==> config.mk <==
export PLATFORM = sky130hd
export DESIGN_NAME = lineif_control_status_regs
export DESIGN_NICKNAME = d
export VERILOG_FILES = /design/src/rtl/lineif_pkg.sv /design/src/rtl/lineif_control_status_regs.sv
export VERILOG_INCLUDE_DIRS = /design/src /design/src/rtl
export SDC_FILE = /design/constraint.sdc
export NUM_CORES = 1
export LEC_CHECK = 0
export ABC_AREA = 0
export BUFFER_PORTS_ARGS = -buffer_cell sky130_fd_sc_hd__buf_2
export CORE_AREA = 4 4 140 142
export CTS_CLUSTER_DIAMETER = 120
export DETAILED_ROUTE_END_ITERATION = 8
export DIE_AREA = 0 0 144 146
export PLACE_DENSITY_LB_ADDON = 0.2
export SKIP_LAST_GASP = 1
export SYNTH_ARGS = -nofsm -noshare
export SYNTH_HDL_FRONTEND = slang
export SYNTH_SLANG_ARGS = --single-unit
export TNS_END_PERCENT = 1
==> constraint.sdc <==
create_clock -name clk -period 2.9 [get_ports clk]
set_input_delay 0.58 -clock clk [delete_from_list [all_inputs] [get_ports clk]]
set_output_delay 0.58 -clock clk [all_outputs]
set_load 0.01 [all_outputs]
==> src/rtl/lineif_params.svh <==
// Offsets, field positions and reset values of the line interface register bank
`ifndef LINEIF_PARAMS_SVH
`define LINEIF_PARAMS_SVH

`define OFS_REVISION        5'h00
`define OFS_ANALOG_LB       5'h01
`define OFS_FAR_END_LB      5'h02
`define OFS_ALL_ONES_TX     5'h03
`define OFS_ABSENT_STATUS   5'h04
`define OFS_FAULT_STATUS    5'h05
`define OFS_ABSENT_MASK     5'h06
`define OFS_ABSENT_FLAG     5'h08
`define OFS_PAGE_POINTER    5'h1f

`define OFS_EXT_INBAND_CFG  4'h8
`define OFS_EXT_CODE_A      4'h9
`define OFS_EXT_CODE_B      4'ha
`define OFS_EXT_INB_STATUS  4'hb
`define OFS_EXT_INB_MASK    4'hc
`define OFS_EXT_INB_FLAG    4'hd

`define POS_CFG_BIT5        5
`define POS_CFG_BIT4        4
`define POS_CFG_FIELD_A     2
`define POS_CFG_FIELD_B     0

`define RST_BYTE            8'h00
`define RST_CHAN            4'h0
`define RST_PAGE            8'h00

`endif

==> src/rtl/lineif_pkg.sv <==
// Types shared by the line interface register bank
package lineif_pkg;
    typedef logic [7:0] byte_t;
    typedef logic [3:0] chan_t;
    typedef logic [4:0] addr_t;
endpackage

==> src/rtl/lineif_control_status_regs.sv <==
// Host register bank of the quad line interface: main and expanded maps
`timescale 1ns/1ps
`default_nettype none
`include "lineif_params.svh"

module lineif_control_status_regs
    import lineif_pkg::*;
#(
    parameter int    CHANNELS      = 4,
    parameter byte_t REVISION_CODE = 8'hA5   // Arbitrary value
) (
    // Clock and reset
    input  wire logic  clk,
    input  wire logic  rst,
    // Host register port
    input  wire logic  reg_wr,
    input  wire logic  reg_rd,
    input  wire addr_t reg_addr,
    input  wire byte_t reg_wdata,
    output var  byte_t reg_rdata,
    output var  logic  reg_rvalid,
    // Line status inputs, asynchronous
    input  wire chan_t signal_absent_in,
    input  wire chan_t driver_fault_in,
    input  wire chan_t inband_detect_in,
    // Channel controls
    output var  chan_t analog_loopback_en,
    output var  chan_t far_end_loopback_en,
    output var  chan_t all_ones_tx_en,
    // In-band loopback configuration
    output var  logic       inband_cfg_bit5,
    output var  logic       inband_cfg_bit4,
    output var  logic [1:0] inband_cfg_field_a,
    output var  logic [1:0] inband_cfg_field_b,
    output var  byte_t      inband_code_byte_a,
    output var  byte_t      inband_code_byte_b,
    // Event levels
    output var  logic  signal_absent_irq,
    output var  logic  inband_irq
);

    if (CHANNELS != 4) begin : g_chk
        $error("lineif_control_status_regs supports exactly four channels");
    end

    // Stored registers
    byte_t analog_lb_r;
    byte_t far_end_lb_r;
    byte_t all_ones_r;
    byte_t absent_mask_r;
    byte_t page_r;
    chan_t absent_flag_r;
    chan_t absent_flag_nxt;
    chan_t inb_flag_r;
    chan_t inb_flag_nxt;
    byte_t ext_r [0:15];
    byte_t rdata_r;
    logic  rvalid_r;
    logic  absent_irq_r;
    logic  inb_irq_r;

    // Input synchronisers and change detectors
    chan_t absent_s1_r;
    chan_t absent_s2_r;
    chan_t absent_prev_r;
    chan_t fault_s1_r;
    chan_t fault_s2_r;
    chan_t inb_s1_r;
    chan_t inb_s2_r;
    chan_t inb_prev_r;

    // Decode
    wire logic  ext_sel     = (page_r != `RST_PAGE);
    wire logic  page_hit    = (reg_addr == `OFS_PAGE_POINTER);
    wire logic  main_acc    = !ext_sel && !page_hit;
    wire logic  ext_acc     = ext_sel && !page_hit && (reg_addr[4] == 1'b0);
    wire logic [3:0] ext_idx = reg_addr[3:0];
    wire logic  ext_wr_ok   = (ext_idx != `OFS_EXT_INB_STATUS) && (ext_idx != `OFS_EXT_INB_FLAG);
    wire logic  wr_page     = reg_wr && page_hit;
    wire logic  wr_alb      = reg_wr && main_acc && (reg_addr == `OFS_ANALOG_LB);
    wire logic  wr_rlb      = reg_wr && main_acc && (reg_addr == `OFS_FAR_END_LB);
    wire logic  wr_tao      = reg_wr && main_acc && (reg_addr == `OFS_ALL_ONES_TX);
    wire logic  wr_mask     = reg_wr && main_acc && (reg_addr == `OFS_ABSENT_MASK);
    wire logic  wr_ext      = reg_wr && ext_acc && ext_wr_ok;
    wire logic  rd_absent   = reg_rd && main_acc && (reg_addr == `OFS_ABSENT_STATUS);
    wire logic  rd_inb      = reg_rd && ext_acc && (ext_idx == `OFS_EXT_INB_STATUS);

    // Event detection: set wins over read clear
    wire chan_t absent_set  = absent_mask_r[3:0] & (absent_s2_r ^ absent_prev_r);
    wire chan_t inb_set     = ext_r[`OFS_EXT_INB_MASK][3:0] & (inb_s2_r ^ inb_prev_r);
    assign absent_flag_nxt  = (absent_flag_r & ~(rd_absent ? 4'hF : 4'h0)) | absent_set;
    assign inb_flag_nxt     = (inb_flag_r & ~(rd_inb ? 4'hF : 4'h0)) | inb_set;

    function automatic byte_t pad4(input chan_t v);
        pad4 = {4'h0, v};
    endfunction

    // Read multiplexer
    byte_t main_rd;
    byte_t ext_rd;
    always_comb begin
        case (reg_addr)
            `OFS_REVISION:      main_rd = REVISION_CODE;
            `OFS_ANALOG_LB:     main_rd = analog_lb_r;
            `OFS_FAR_END_LB:    main_rd = far_end_lb_r;
            `OFS_ALL_ONES_TX:   main_rd = all_ones_r;
            `OFS_ABSENT_STATUS: main_rd = pad4(absent_s2_r);
            `OFS_FAULT_STATUS:  main_rd = pad4(fault_s2_r);
            `OFS_ABSENT_MASK:   main_rd = absent_mask_r;
            `OFS_ABSENT_FLAG:   main_rd = pad4(absent_flag_r);
            default:            main_rd = `RST_BYTE;
        endcase
    end

    always_comb begin
        case (ext_idx)
            `OFS_EXT_INB_STATUS: ext_rd = pad4(inb_s2_r);
            `OFS_EXT_INB_FLAG:   ext_rd = pad4(inb_flag_r);
            default:             ext_rd = ext_r[ext_idx];
        endcase
    end

    wire byte_t rd_mux = page_hit ? page_r : (ext_sel ? (ext_acc ? ext_rd : `RST_BYTE) : main_rd);

    // Synchronisers
    always_ff @(posedge clk) begin
        if (rst) begin
            absent_s1_r   <= `RST_CHAN;
            absent_s2_r   <= `RST_CHAN;
            absent_prev_r <= `RST_CHAN;
            fault_s1_r    <= `RST_CHAN;
            fault_s2_r    <= `RST_CHAN;
            inb_s1_r      <= `RST_CHAN;
            inb_s2_r      <= `RST_CHAN;
            inb_prev_r    <= `RST_CHAN;
        end else begin
            absent_s1_r   <= signal_absent_in;
            absent_s2_r   <= absent_s1_r;
            absent_prev_r <= absent_s2_r;
            fault_s1_r    <= driver_fault_in;
            fault_s2_r    <= fault_s1_r;
            inb_s1_r      <= inband_detect_in;
            inb_s2_r      <= inb_s1_r;
            inb_prev_r    <= inb_s2_r;
        end
    end

    // Main map registers
    always_ff @(posedge clk) begin
        if (rst) begin
            analog_lb_r   <= `RST_BYTE;
            far_end_lb_r  <= `RST_BYTE;
            all_ones_r    <= `RST_BYTE;
            absent_mask_r <= `RST_BYTE;
            page_r        <= `RST_PAGE;
        end else begin
            if (wr_alb)  analog_lb_r   <= reg_wdata;
            if (wr_rlb)  far_end_lb_r  <= reg_wdata;
            if (wr_tao)  all_ones_r    <= reg_wdata;
            if (wr_mask) absent_mask_r <= reg_wdata;
            if (wr_page) page_r        <= reg_wdata;
        end
    end

    // Expanded map registers
    always_ff @(posedge clk) begin
        if (rst) begin
            for (int i = 0; i < 16; i++) begin
                ext_r[i] <= `RST_BYTE;
            end
        end else if (wr_ext) begin
            ext_r[ext_idx] <= reg_wdata;
        end
    end

    // Flags, read data and event levels
    always_ff @(posedge clk) begin
        if (rst) begin
            absent_flag_r <= `RST_CHAN;
            inb_flag_r    <= `RST_CHAN;
            rdata_r       <= `RST_BYTE;
            rvalid_r      <= 1'b0;
            absent_irq_r  <= 1'b0;
            inb_irq_r     <= 1'b0;
        end else begin
            absent_flag_r <= absent_flag_nxt;
            inb_flag_r    <= inb_flag_nxt;
            rvalid_r      <= reg_rd;
            if (reg_rd) rdata_r <= rd_mux;
            absent_irq_r  <= |absent_flag_nxt;
            inb_irq_r     <= |inb_flag_nxt;
        end
    end

    // Outputs
    assign reg_rdata           = rdata_r;
    assign reg_rvalid          = rvalid_r;
    assign analog_loopback_en  = analog_lb_r[3:0];
    assign far_end_loopback_en = far_end_lb_r[3:0];
    assign all_ones_tx_en      = all_ones_r[3:0];
    assign inband_cfg_bit5     = ext_r[`OFS_EXT_INBAND_CFG][`POS_CFG_BIT5];
    assign inband_cfg_bit4     = ext_r[`OFS_EXT_INBAND_CFG][`POS_CFG_BIT4];
    assign inband_cfg_field_a  = ext_r[`OFS_EXT_INBAND_CFG][`POS_CFG_FIELD_A +: 2];
    assign inband_cfg_field_b  = ext_r[`OFS_EXT_INBAND_CFG][`POS_CFG_FIELD_B +: 2];
    assign inband_code_byte_a  = ext_r[`OFS_EXT_CODE_A];
    assign inband_code_byte_b  = ext_r[`OFS_EXT_CODE_B];
    assign signal_absent_irq   = absent_irq_r;
    assign inband_irq          = inb_irq_r;

endmodule
`default_nettype wire

# Yosys cells after proc, flatten, opt, wreduce, memory -nomap -nowiden
# Memories as Yosys holds them, arrays and structs flattened.
# Cells that the tools add are included.
# W data, S select, Z words.
totals:
  regBits: 91
  latch_bits: 0
  mem_bits_rw: 128
  mem_bits_ro: 0
  out_inout_bits: 45
  mem_count: 1
op_classes:
  add_sub_neg: 0
  mul: 0
  n_div: 0
  n_lt_le_gt_ge: 0
  eq_ne: 12
  shift: 0
  mux: 15
  bitwise_logic: 11
  n_reduce_logical: 23
memory_table:
  columns: ["name", "depth", "width", "read_ports", "rd_ports_with_merged_regs", "wr", "line", "text"]
  rows:
  - ["ext_r", 16, 8, 5, 0, 16, "lineif_control_status_regs.sv:56", "byte_t ext_r [0:15];"]
ops:
  columns: ["operator", "count"]
  rows:
  - ["$pmux W8 S8", 1]
  - ["$mux W8", 4]
  - ["$and A4 B4 Y4", 4]
  - ["$logic_and A1 B1 Y1", 16]
  - ["$pmux W8 S2", 1]
  - ["$eq A5 B3 Y1 const B", 3]
  - ["$mux W4", 3]
  - ["$eq A5 B2 Y1 const B", 2]
  - ["$eq A4 B4 Y1 const B", 2]
  - ["$ne A4 B4 Y1 const B", 2]
  - ["$not A4 Y4", 2]
  - ["$or A4 B4 Y4", 2]
  - ["$reduce_bool A8 Y1", 1]
  - ["$reduce_or A4 Y1", 2]
  - ["$reduce_or A8 Y1", 1]
  - ["$xor A4 B4 Y4", 2]
  - ["$mux W1", 6]
  - ["$eq A5 B1 Y1 const B", 1]
  - ["$eq A5 B4 Y1 const B", 1]
  - ["$eq A5 B5 Y1 const B", 1]
  - ["$logic_not A5 Y1", 1]
  - ["$logic_not A1 Y1", 2]
  - ["$not A1 Y1", 1]

# Depth between registers and ports, before layout
# Gate-level depths: netlist of run 1.
depth:
  ltp_word: 11
  ltp_mapped: 8

# Least setup slack after synthesis of run 1
# Ideal clock, no wire load.
synth_path:
  path_kind: "input -> register"
  from: "in reg_addr[1]"
  to: "mem ext_r[9][0] in the netlist's numbering, enable pin"
  setup_time_ns: 0.309
  arrival_ns: 1.914
  path_slack_ns: 0.676
  path_stages: 6
  path_buffers: 1
  path_cell_list: "xor2_1 > a221oi_2 > clkbuf_1 > nand2_1 > nor2_1 > or2_2"
synth_rtl:
  columns: ["element", "line", "text"]
  rows:
  - ["start, declared", "lineif_control_status_regs.sv:18", "input wire addr_t reg_addr,"]
  - ["end, declared", "lineif_control_status_regs.sv:56", null]

# Final worst setup path of run 1
layout_path:
  from: "reg page_r[7]"
  to: "reg rdata_r[7] (netlist: reg_rdata[7])"
layout_via:
  elab_chain_len: 6
layout_lines:
  columns: ["element", "line", "text"]
  rows:
  - ["start, declared", "lineif_control_status_regs.sv:51", "byte_t page_r;"]
  - ["start signal, assigned", "lineif_control_status_regs.sv:155", "page_r <= `RST_PAGE;"]
  - ["start signal, assigned", "lineif_control_status_regs.sv:161", "if (wr_page) page_r <= reg_wdata;"]
  - ["$reduce_bool A8 Y1 (no source line)", null, null]
  - ["$logic_and A1 B1 Y1 (2 in series)", "lineif_control_status_regs.sv:76", "wire logic ext_acc = ext_sel && !page_hit && (reg_addr[4] == 1'b0);"]
  - ["$mux W8 (no source line)", null, null]
  - ["$mux W8", "lineif_control_status_regs.sv:123", "wire byte_t rd_mux = page_hit ? page_r : (ext_sel ? (ext_acc ? ext_rd : `RST_BYTE) : main_rd);"]
  - ["$mux W8 *", "lineif_control_status_regs.sv:123", null]
  - ["end signal, assigned", "lineif_control_status_regs.sv:181", "rdata_r <= `RST_BYTE;"]
  - ["end signal, assigned", "lineif_control_status_regs.sv:189", "if (reg_rd) rdata_r <= rd_mux;"]
  - ["end, declared", "lineif_control_status_regs.sv:57", "byte_t rdata_r;"]
# Mark *: on every way between the ends. The rest lies on a longest branch, timed or not.
# A chain may end at the register's enable or synchronous reset.

==> results of run 1 <==
-- where the power goes --
group | total [mW] | switching, mW | internal [mW]
combinational | 0.465 | 0.291 | 0.174
sequential | 3.43 | 0.0450 | 3.39
clock | 2.79 | 1.17 | 1.61
total | 6.69 | 1.51 | 5.18
-- worst max path at each step --
stage,start,endpoint,cells past startpoint,slack (ns)
2_1_floorplan,reg_addr[1],ext_r[9][0]$_SDFFCE_PN0P_,6,0.68
3_3_place_gp,reg_addr[0],reg_rdata[7]$_SDFFE_PP0P_,7,0.28
3_5_place_dp,reg_addr[0],reg_rdata[7]$_SDFFE_PP0P_,7,0.28
4_1_cts,page_r[7]$_SDFFE_PP0P_,ext_r[8][0]$_SDFFCE_PN0P_,4,0.76
5_1_grt,page_r[7]$_SDFFE_PP0P_,ext_r[14][0]$_SDFFCE_PN0P_,5,0.62
6_report,page_r[7]$_SDFFE_PP0P_,reg_rdata[7]$_SDFFE_PP0P_,5,0.77
-- per-stage QoR --
step / setup slack [ns] / cells
6_report: 0.766 / 1136
5_1_grt: 0.624 / 1136
4_1_cts: 0.757 / 1136
3_5_place_dp: 0.284 / 1093
3_3_place_gp: 0.284 / 1093
2_1_floorplan: 0.676 / 836
-- final cells by class --
cell class              count  area, µm²  area share
flip-flops and latches    219       5670       0.509
multi-input cells         542       3870       0.348
clock buffers              40        692      0.0621
repair buffers             96        591      0.0530
well taps                 234        293      0.0263
clock inverters             3       12.5     0.00112
inverters                   2       7.51    0.000674
-- flip-flops by register name, indices dropped and copies added (netlist names), 8 cells and up --
| register | count |
|---|---|
| ext_r | 128 |
| reg_rdata | 8 |
| far_end_lb_r | 8 |
| all_ones_r | 8 |
| absent_mask_r | 8 |
| page_r | 8 |
| analog_lb_r | 8 |
-- logic make-up (layout without fill, tap and decap cells) --
| kind of cell | count (synthesis) | in the layout | share of synthesized area |
|---|---|---|---|
| buf+inv | 75 | 141 | 0.0447 |
| other cells | 1 | 16 | 0.000378 |
| mux | 65 | 65 | 0.110 |
| xor+xnor | 9 | 9 | 0.00794 |
| compound gates | 98 | 98 | 0.0671 |
| flops | 219 | 219 | 0.571 |
| simple gates | 354 | 354 | 0.199 |
-- layer usage --
layer | track usage | up-vias | wire length (µm)
met2 | 0.379 | 296 | 11900
met5 | 0 | - | 0
met4 | 0.0833 | 0 | 1040
met3 | 0.0467 | 81 | 1830
met1 | 0.321 | 3274 | 10200
li1 | - | 3044 | -
-- synthesized netlist by cell type (4+ instances only) --
master	instances	share of area
a22oi_1	10	0.0076
nor4bb_1	4	0.0040
nor2_2	4	0.0025
o221ai_1	6	0.0053
buf_4	20	0.015
nand2_1	85	0.032
clkbuf_1	35	0.013
or2_2	18	0.011
a211oi_1	4	0.0030
mux4_1	6	0.016
mux2i_1	25	0.025
xor2_1	9	0.0079
dfxtp_1	91	0.18
a21oi_1	38	0.019
nor3_1	4	0.0020
and3_1	13	0.0082
buf_2	10	0.0050
o21ai_0	7	0.0035
nor2_1	43	0.016
a31oi_1	7	0.0044
nand2b_1	7	0.0044
nor2b_1	36	0.023
and2_1	106	0.067
edfxtp_1	128	0.39
mux2_2	6	0.0068
nand3_1	13	0.0066
mux4_2	27	0.061
==> run summary, run 1 <==
Fin Setup TNS: 0 ns
Synthesized cell area: 9930 µm²
Startpoint of the worst-slack reg-to-reg timing path: page_r[7]$_SDFFE_PP0P_
Power density normalized to cell area: 600 nW/µm²
Highest fanout seen on the critical path: 7
Die outline height: 146 µm
Total via count in the routed design: 6695
Slack of the worst reg-to-reg path: 0.77 ns
Data required time at the worst endpoint: 3.29 ns
H-Tree Level Count: 1
Worst hold stages: 2
Total setup violations reported at the end of the flow: 0
Slowest-stage cell, CP: or4_2
Setup repair after global routing missed its margin: no
DIE WIDTH: 144 µm
Avg Vias per Cell: 5.89
Commonest non-fill, non-tap cell in the layout: edfxtp_1
Final clock period utilization by the worst path: 0.736
Fin Clk Skew: 0.0148 ns
Delay of the slowest cell on the worst path: 0.74 ns
Number of DRC violations after detailed routing: 0
Overall global routing resource usage: 0.236
Number of distinct library cells after synthesis: 63
Worst hold path startpoint: inband_detect_in[0]
Post-detailed-route count of antenna-violating nets: 0
Detailed-routing iteration count for the pre-antenna-repair pass: 5
Number of antenna diodes: 0
Fill cell total of the finished layout: 1477
Endpoint, Worst Hold: inb_s1_r[0]$_SDFF_PP0_
Slew Limit Headroom: 0.485
# Post-CTS Setup Buffers: 0
Worst hold slack: 0.271 ns
Count of instances resized after the clock tree is built: 0
Summed area of non-filler cells in the final layout: 11100 µm²
Starting DRT DRC Count: 564
Hold Crit Class: input pin to flip-flop
Hold Fails Final Rpt: 0
Critical Path End Type: flip-flop
Outcome: complete, no violations
Signal arrival time at the worst endpoint: 2.52 ns
Cell family with most CP delay: simple AND/OR/NAND/NOR gates
Utilization after layout: 0.603
Number of synthesized register bits: 219
GRT overflow: 0
Primary FF master, synth: edfxtp_1
Number of buffers on the longest clock path: 3
Fin. max-slew vios: 0
Commonest cells after routing, fill and taps aside: 128 x edfxtp_1, 106 x and2_1, 91 x dfxtp_1
Area Overhead vs Synth: 12.2%
Type of origin of the critical path: flip-flop
Placeable core region: 18500 µm²
Placement row count: 50
Placed cell area: 10400 µm²
Count of warnings emitted by yosys: 0
Number of top-level design ports: 74
Buffer cell driving the clock tree root: clkbuf_16
Highest attainable clock frequency: 469 MHz
Total of max-cap violations: 0
Overall die area: 21000 µm²
Per-instance average area after synthesis: 12.1 µm²
Critical path class: flip-flop to flip-flop
Tmin final: 2.13 ns
Number of cells produced by synthesis: 821
Part of the Yosys area used for sequential elements: 0.571
Mean routed wirelength per cell: 21.9 µm
Number of hold-repair buffers added at the cts stage: 0
EDFF count, synth: 128
Leakage component of the power: 4.44 nW
Effective utilization at floorplan: 0.538
Final total power: 6.69 mW
Maximum number of pins on one net before global-route repair: 71
Cell chain of the critical path: or4_2, o21ai_2, o32ai_1, nor3_1, a2111oi_2
Buffers on Ports: 73
Final HPWL DP: 16.8 mm
Worst r2r dst: reg_rdata[7]$_SDFFE_PP0P_
Number of buffer and inverter instances along the worst setup path: 0
Last weighted congestion value of the routability-driven placer: 0.911
Global-route wire length before repair: 38.2 mm
Total length of routed wires: 24.9 mm
Clock edge transition at the registers on the reported setup and hold paths: 0.06 ns
Initial antenna violation count: 0
Worst Tran Pin Value: 0.773 ns
Count of clock tree sinks: 219
Vias in the first global route: 6613
Total clock buffers created by CTS: 25
IR Drop Worst-Case VDD: 0.000377 V
TritonCTS clock tree: built
Worst skew pair latency: 0.52 ns
Depth of the worst register-to-register path: 5
Final-stage net count: 915
Fraction of synthesis flops using an asynchronous set or reset pin: 0
Layout cell share with drive strength beyond 1: 0.216
Power figures use the tool's default switching activity.
==> run 2: changes to the inputs <==
Clock period 2.9 ns to 2.15 ns, I/O delays scaled along.
==> run 2 against run 1 <==
Effect of this change: sequential cell count unchanged; cell area increased by 3.7%; sequential power increased by 35%; non-clock buffer count increased by 33; combinational power increased by 44%; via count increased by 1.7%; utilization increased by 2.2 points; critical path depth unchanged.
==> run summary, run 2 (synthesis gave the netlist of run 1 again) <==
Total clock buffers created by CTS: 23
Final-stage net count: 946
Tmin final: 2.06 ns
Number of top-level design ports: 74
Leakage component of the power: 4.68 nW
Maximum number of pins on one net before global-route repair: 119
IR Drop Worst-Case VDD: 0.000791 V
Overall global routing resource usage: 0.240
Signal arrival time at the worst endpoint: 2.43 ns
Hold Crit Class: input pin to flip-flop
# Post-CTS Setup Buffers: 0
Depth of the worst register-to-register path: 5
Cell chain of the critical path: or4_2, o21ai_2, o22ai_1, a211oi_1, a2111oi_2
Slew Limit Headroom: 0.630
Setup repair after global routing missed its margin: yes
Global-route wire length before repair: 38.8 mm
Clock edge transition at the registers on the reported setup and hold paths: 0.06 ns
Slack of the worst reg-to-reg path: 0.09 ns
Layout cell share with drive strength beyond 1: 0.259
Highest fanout seen on the critical path: 7
Total setup violations reported at the end of the flow: 0
DIE WIDTH: 144 µm
Fill cell total of the finished layout: 1437
Outcome: complete, no violations
Count of clock tree sinks: 219
Number of DRC violations after detailed routing: 0
Final HPWL DP: 17.7 mm
Worst hold stages: 2
Data required time at the worst endpoint: 2.52 ns
Startpoint of the worst-slack reg-to-reg timing path: page_r[7]$_SDFFE_PP0P_
Placeable core region: 18500 µm²
Placed cell area: 10700 µm²
Die outline height: 146 µm
H-Tree Level Count: 1
Worst skew pair latency: 0.50 ns
Vias in the first global route: 6733
Worst r2r dst: reg_rdata[5]$_SDFFE_PP0P_
Total via count in the routed design: 6811
Utilization after layout: 0.626
Slowest-stage cell, CP: or4_2
Commonest non-fill, non-tap cell in the layout: edfxtp_1
Flip-flop count of the largest register, all copies and words added: 128
Fin Setup TNS: 0 ns
Detailed-routing iteration count for the pre-antenna-repair pass: 6
Effective utilization at floorplan: 0.538
Summed area of non-filler cells in the final layout: 11500 µm²
Highest attainable clock frequency: 485 MHz
Worst Tran Pin Value: 0.554 ns
Fin. max-slew vios: 0
Endpoint, Worst Hold: inb_s1_r[0]$_SDFF_PP0_
Worst hold slack: 0.135 ns
Buffer cell driving the clock tree root: clkbuf_16
Initial antenna violation count: 1
Starting DRT DRC Count: 846
TritonCTS clock tree: built
Mean routed wirelength per cell: 21.7 µm
Fin Clk Skew: 0.00901 ns
Overall die area: 21000 µm²
Avg Vias per Cell: 5.84
Last weighted congestion value of the routability-driven placer: 0.907
Post-detailed-route count of antenna-violating nets: 0
Total of max-cap violations: 0
Placement row count: 50
Final clock period utilization by the worst path: 0.958
Total length of routed wires: 25.3 mm
Most flops, register: ext_r
Number of buffers on the longest clock path: 3
Area Overhead vs Synth: 16.3%
GRT overflow: 0
Buffers on Ports: 73
Commonest cells after routing, fill and taps aside: 128 x edfxtp_1, 106 x and2_1, 91 x dfxtp_1
Power density normalized to cell area: 829 nW/µm²
Delay of the slowest cell on the worst path: 0.76 ns
Hold Fails Final Rpt: 0
Worst hold path startpoint: inband_detect_in[0]
Critical Path End Type: flip-flop
Critical path class: flip-flop to flip-flop
Type of origin of the critical path: flip-flop
[run 2: critical path, delay by kind of cell, from the launching register on]
kind / cells / cell delay [ns]
simple gates: 1 / 0.76
flops: 1 / 0.36
compound gates: 4 / 0.80
[run 2: routing by layer]
metal	track usage	routed length, µm	up-vias
met5	0	0	-
met4	0.0753	805	0
met1	0.326	10100	3337
met3	0.0483	2020	60
met2	0.390	12400	316
li1	-	-	3098
[run 2: how the worst max path moves through the flow]
| stage | slack, ns | to | startpoint |
|---|---|---|---|
| finish | 0.09 | reg_rdata[5]$_SDFFE_PP0P_ | page_r[7]$_SDFFE_PP0P_ |
| global route | -0.004 | reg_rdata[6]$_SDFFE_PP0P_ | page_r[7]$_SDFFE_PP0P_ |
| CTS | 0.06 | reg_rdata[2]$_SDFFE_PP0P_ | page_r[7]$_SDFFE_PP0P_ |
| detailed placement | -0.1 | ext_r[4][3]$_SDFFCE_PN0P_ | reg_addr[0] |
| global placement | -0.05 | ext_r[4][1]$_SDFFCE_PN0P_ | reg_addr[0] |
| floorplan | 0.08 | ext_r[9][0]$_SDFFCE_PN0P_ | reg_addr[1] |
[run 2: layout make-up]
type	instances	area (µm²)	area share
repair buffers	129	876	0.0758
flip-flops and latches	219	5670	0.491
diodes	1	2.50	0.000217
inverters	2	7.51	0.000650
well taps	234	293	0.0254
clock buffers	26	617	0.0534
clock inverters	14	204	0.0177
multi-input cells	542	3880	0.336
[run 2: metrics by stage]
step | cells | power [mW] | setup WS (ns)
after floorplan | 836 | 5.12 | 0.0762
after global placement | 1126 | 5.37 | -0.0454
after detailed placement | 1126 | 5.39 | -0.0973
after CTS | 1166 | 9.63 | 0.0566
after global routing | 1167 | 9.87 | -0.00374
final | 1167 | 9.57 | 0.0898
[run 2: power breakdown]
group / internal (mW) / switching [mW] / total, mW / leakage, nW
registers: 4.57 / 0.0679 / 4.64 / 2.05
logic: 0.272 / 0.398 / 0.670 / 2.22
clock network: 2.66 / 1.61 / 4.27 / 0.404
[run 2: what timing repair did]
| item | 4_1_cts | 5_1_grt |
|---|---|---|
| resized for setup | 0 | 1 |
| setup endpoints to repair | 0 | 3 |
| hold buffers | 0 | 0 |
==> run 3: changes to the inputs <==
Settings changed: CAP_MARGIN set to 20, CELL_PAD_IN_SITES_DETAIL_PLACEMENT set to 1, CELL_PAD_IN_SITES_GLOBAL_PLACEMENT set to 2, CORE_AREA 4 4 140 142 to 4 4 161 163, DIE_AREA 0 0 144 146 to 0 0 165 167.
==> run 3 against run 2 <==
Effect of this change: clock skew about the same; fmax down 1.7%; largest power group unchanged; register-to-register slack worse by 0.04 ns; die area up 31%; sequential share of layout area down 0.54 points; utilization down 15 points; final cell count up 9.6%; largest cell class unchanged; critical path type unchanged; wire length up 14%.
==> run summary, run 3 (synthesis gave the netlist of run 1 again) <==
Post-detailed-route count of antenna-violating nets: 0
Worst skew pair latency: 0.52 ns
Placed cell area: 10900 µm²
Most flops, register: ext_r
TritonCTS clock tree: built
Total setup violations reported at the end of the flow: 0
Final-stage net count: 965
Critical path class: flip-flop to flip-flop
Global-route wire length before repair: 44.1 mm
Worst Tran Pin Value: 0.551 ns
Area Overhead vs Synth: 17.6%
Hold Crit Class: input pin to flip-flop
Slew Limit Headroom: 0.632
Starting DRT DRC Count: 477
Maximum number of pins on one net before global-route repair: 119
Leakage component of the power: 4.71 nW
Number of buffers on the longest clock path: 3
Data required time at the worst endpoint: 2.54 ns
Worst hold stages: 2
Highest attainable clock frequency: 477 MHz
DIE WIDTH: 165 µm
Area taken by multi-input logic gates: 3880 µm²
Power density normalized to cell area: 789 nW/µm²
Type of origin of the critical path: flip-flop
Detailed-routing iteration count for the pre-antenna-repair pass: 4
Commonest cells after routing, fill and taps aside: 128 x edfxtp_1, 106 x and2_1, 91 x dfxtp_1
Total clock buffers created by CTS: 25
Count of clock tree sinks: 219
Mean routed wirelength per cell: 22.5 µm
Commonest non-fill, non-tap cell in the layout: edfxtp_1
Depth of the worst register-to-register path: 6
IR Drop Worst-Case VDD: 0.000635 V
Overall die area: 27600 µm²
Total of max-cap violations: 0
Buffers on Ports: 73
Flip-flop count of the largest register, all copies and words added: 128
Signal arrival time at the worst endpoint: 2.49 ns
Placeable core region: 24300 µm²
Hold Fails Final Rpt: 0
Fin. max-slew vios: 0
Layout cell share with drive strength beyond 1: 0.265
Highest fanout seen on the critical path: 5
Number of antenna diodes: 0
Total via count in the routed design: 6731
Summed area of non-filler cells in the final layout: 11700 µm²
Worst hold slack: 0.123 ns
H-Tree Level Count: 1
Fin Clk Skew: 0.00942 ns
Total length of routed wires: 28.8 mm
Placement row count: 57
Setup repair after global routing missed its margin: yes
Avg Vias per Cell: 5.26
Die outline height: 167 µm
GRT overflow: 0
Critical Path End Type: flip-flop
Overall global routing resource usage: 0.209
Final clock period utilization by the worst path: 0.975
Tmin final: 2.10 ns
Number of DRC violations after detailed routing: 0
Fill cell total of the finished layout: 2593
Number of top-level design ports: 74
Clock edge transition at the registers on the reported setup and hold paths: 0.06 ns
Vias in the first global route: 7431
Buffer cell driving the clock tree root: clkbuf_16
Initial antenna violation count: 1
Last weighted congestion value of the routability-driven placer: 0.899
Outcome: complete, no violations
Storage element area: 5670 µm²
Effective utilization at floorplan: 0.408
Fin Setup TNS: 0 ns
Final HPWL DP: 20.8 mm
## run 3: cell count changes in the layout (fill, tap and decap cells not counted), moves of 2 or more
cell	before	now
buf_12	7	4
buf_4	50	70
clkbuf_1	0	7
clkinv_2	6	3
clkbuf_16	23	25
clkinv_1	0	4
bufinv_16	5	0
## run 3: metrics by stage
step | setup slack [ns] | total power, mW | instances | utilization
after floorplan | 0.0762 | 5.12 | 836 | -
after global placement | -0.117 | 5.40 | 1231 | 0.448
after detailed placement | -0.112 | 5.43 | 1231 | 0.448
after CTS | 0.0533 | 9.31 | 1279 | 0.480
after global routing | -0.0584 | 9.54 | 1279 | 0.480
final | 0.0534 | 9.21 | 1279 | 0.480
## run 3: layer usage
| layer | vias up | routed length, µm | GRT usage |
|---|---|---|---|
| met5 | - | 13 | 0 |
| met4 | 2 | 778 | 0.0524 |
| met3 | 43 | 1350 | 0.0361 |
| met2 | 133 | 14100 | 0.354 |
| met1 | 3420 | 12500 | 0.279 |
| li1 | 3133 | - | - |
## run 3: worst max-delay path: stages (launching register included)
cell and delay (ns):
dfxtp_1 0.36, or4_2 0.72, o21ai_2 0.31, buf_4 0.18, a21oi_1 0.06, o21ai_0 0.24
nand3_1 0.10
## run 3: path summary, 6_finish.rpt
kind,start,slack (ns),to
setup reg to reg,page_r[0]$_SDFFE_PP0P_,0.05,reg_rdata[1]$_SDFFE_PP0P_
setup / recovery,page_r[0]$_SDFFE_PP0P_,0.05,reg_rdata[1]$_SDFFE_PP0P_
hold reg to reg,inb_s1_r[0]$_SDFF_PP0_,0.44,inb_s2_r[0]$_SDFF_PP0_
hold / removal,driver_fault_in[1],0.12,fault_s1_r[1]$_SDFF_PP0_
## run 3: final cells by class
cell class / instances / area share
multi-input cells: 542 / 0.332
inverters: 2 / 0.000643
clock buffers: 35 / 0.0594
clock inverters: 11 / 0.00525
well taps: 324 / 0.0347
repair buffers: 146 / 0.0827
flip-flops and latches: 219 / 0.485
## run 3: where the power goes
part           switching, mW  internal, mW  total [mW]
Clock                   1.64          2.25        3.88
Combinational          0.412         0.279       0.691
Sequential            0.0696          4.57        4.64
Total                   2.12          7.09        9.21
## run 3: timing repair
item	CTS	global route
pin swaps	1	0
hold buffers	0	0
gates resized for setup	0	1
setup buffers	2	0
endpoints found under the setup margin	20	91
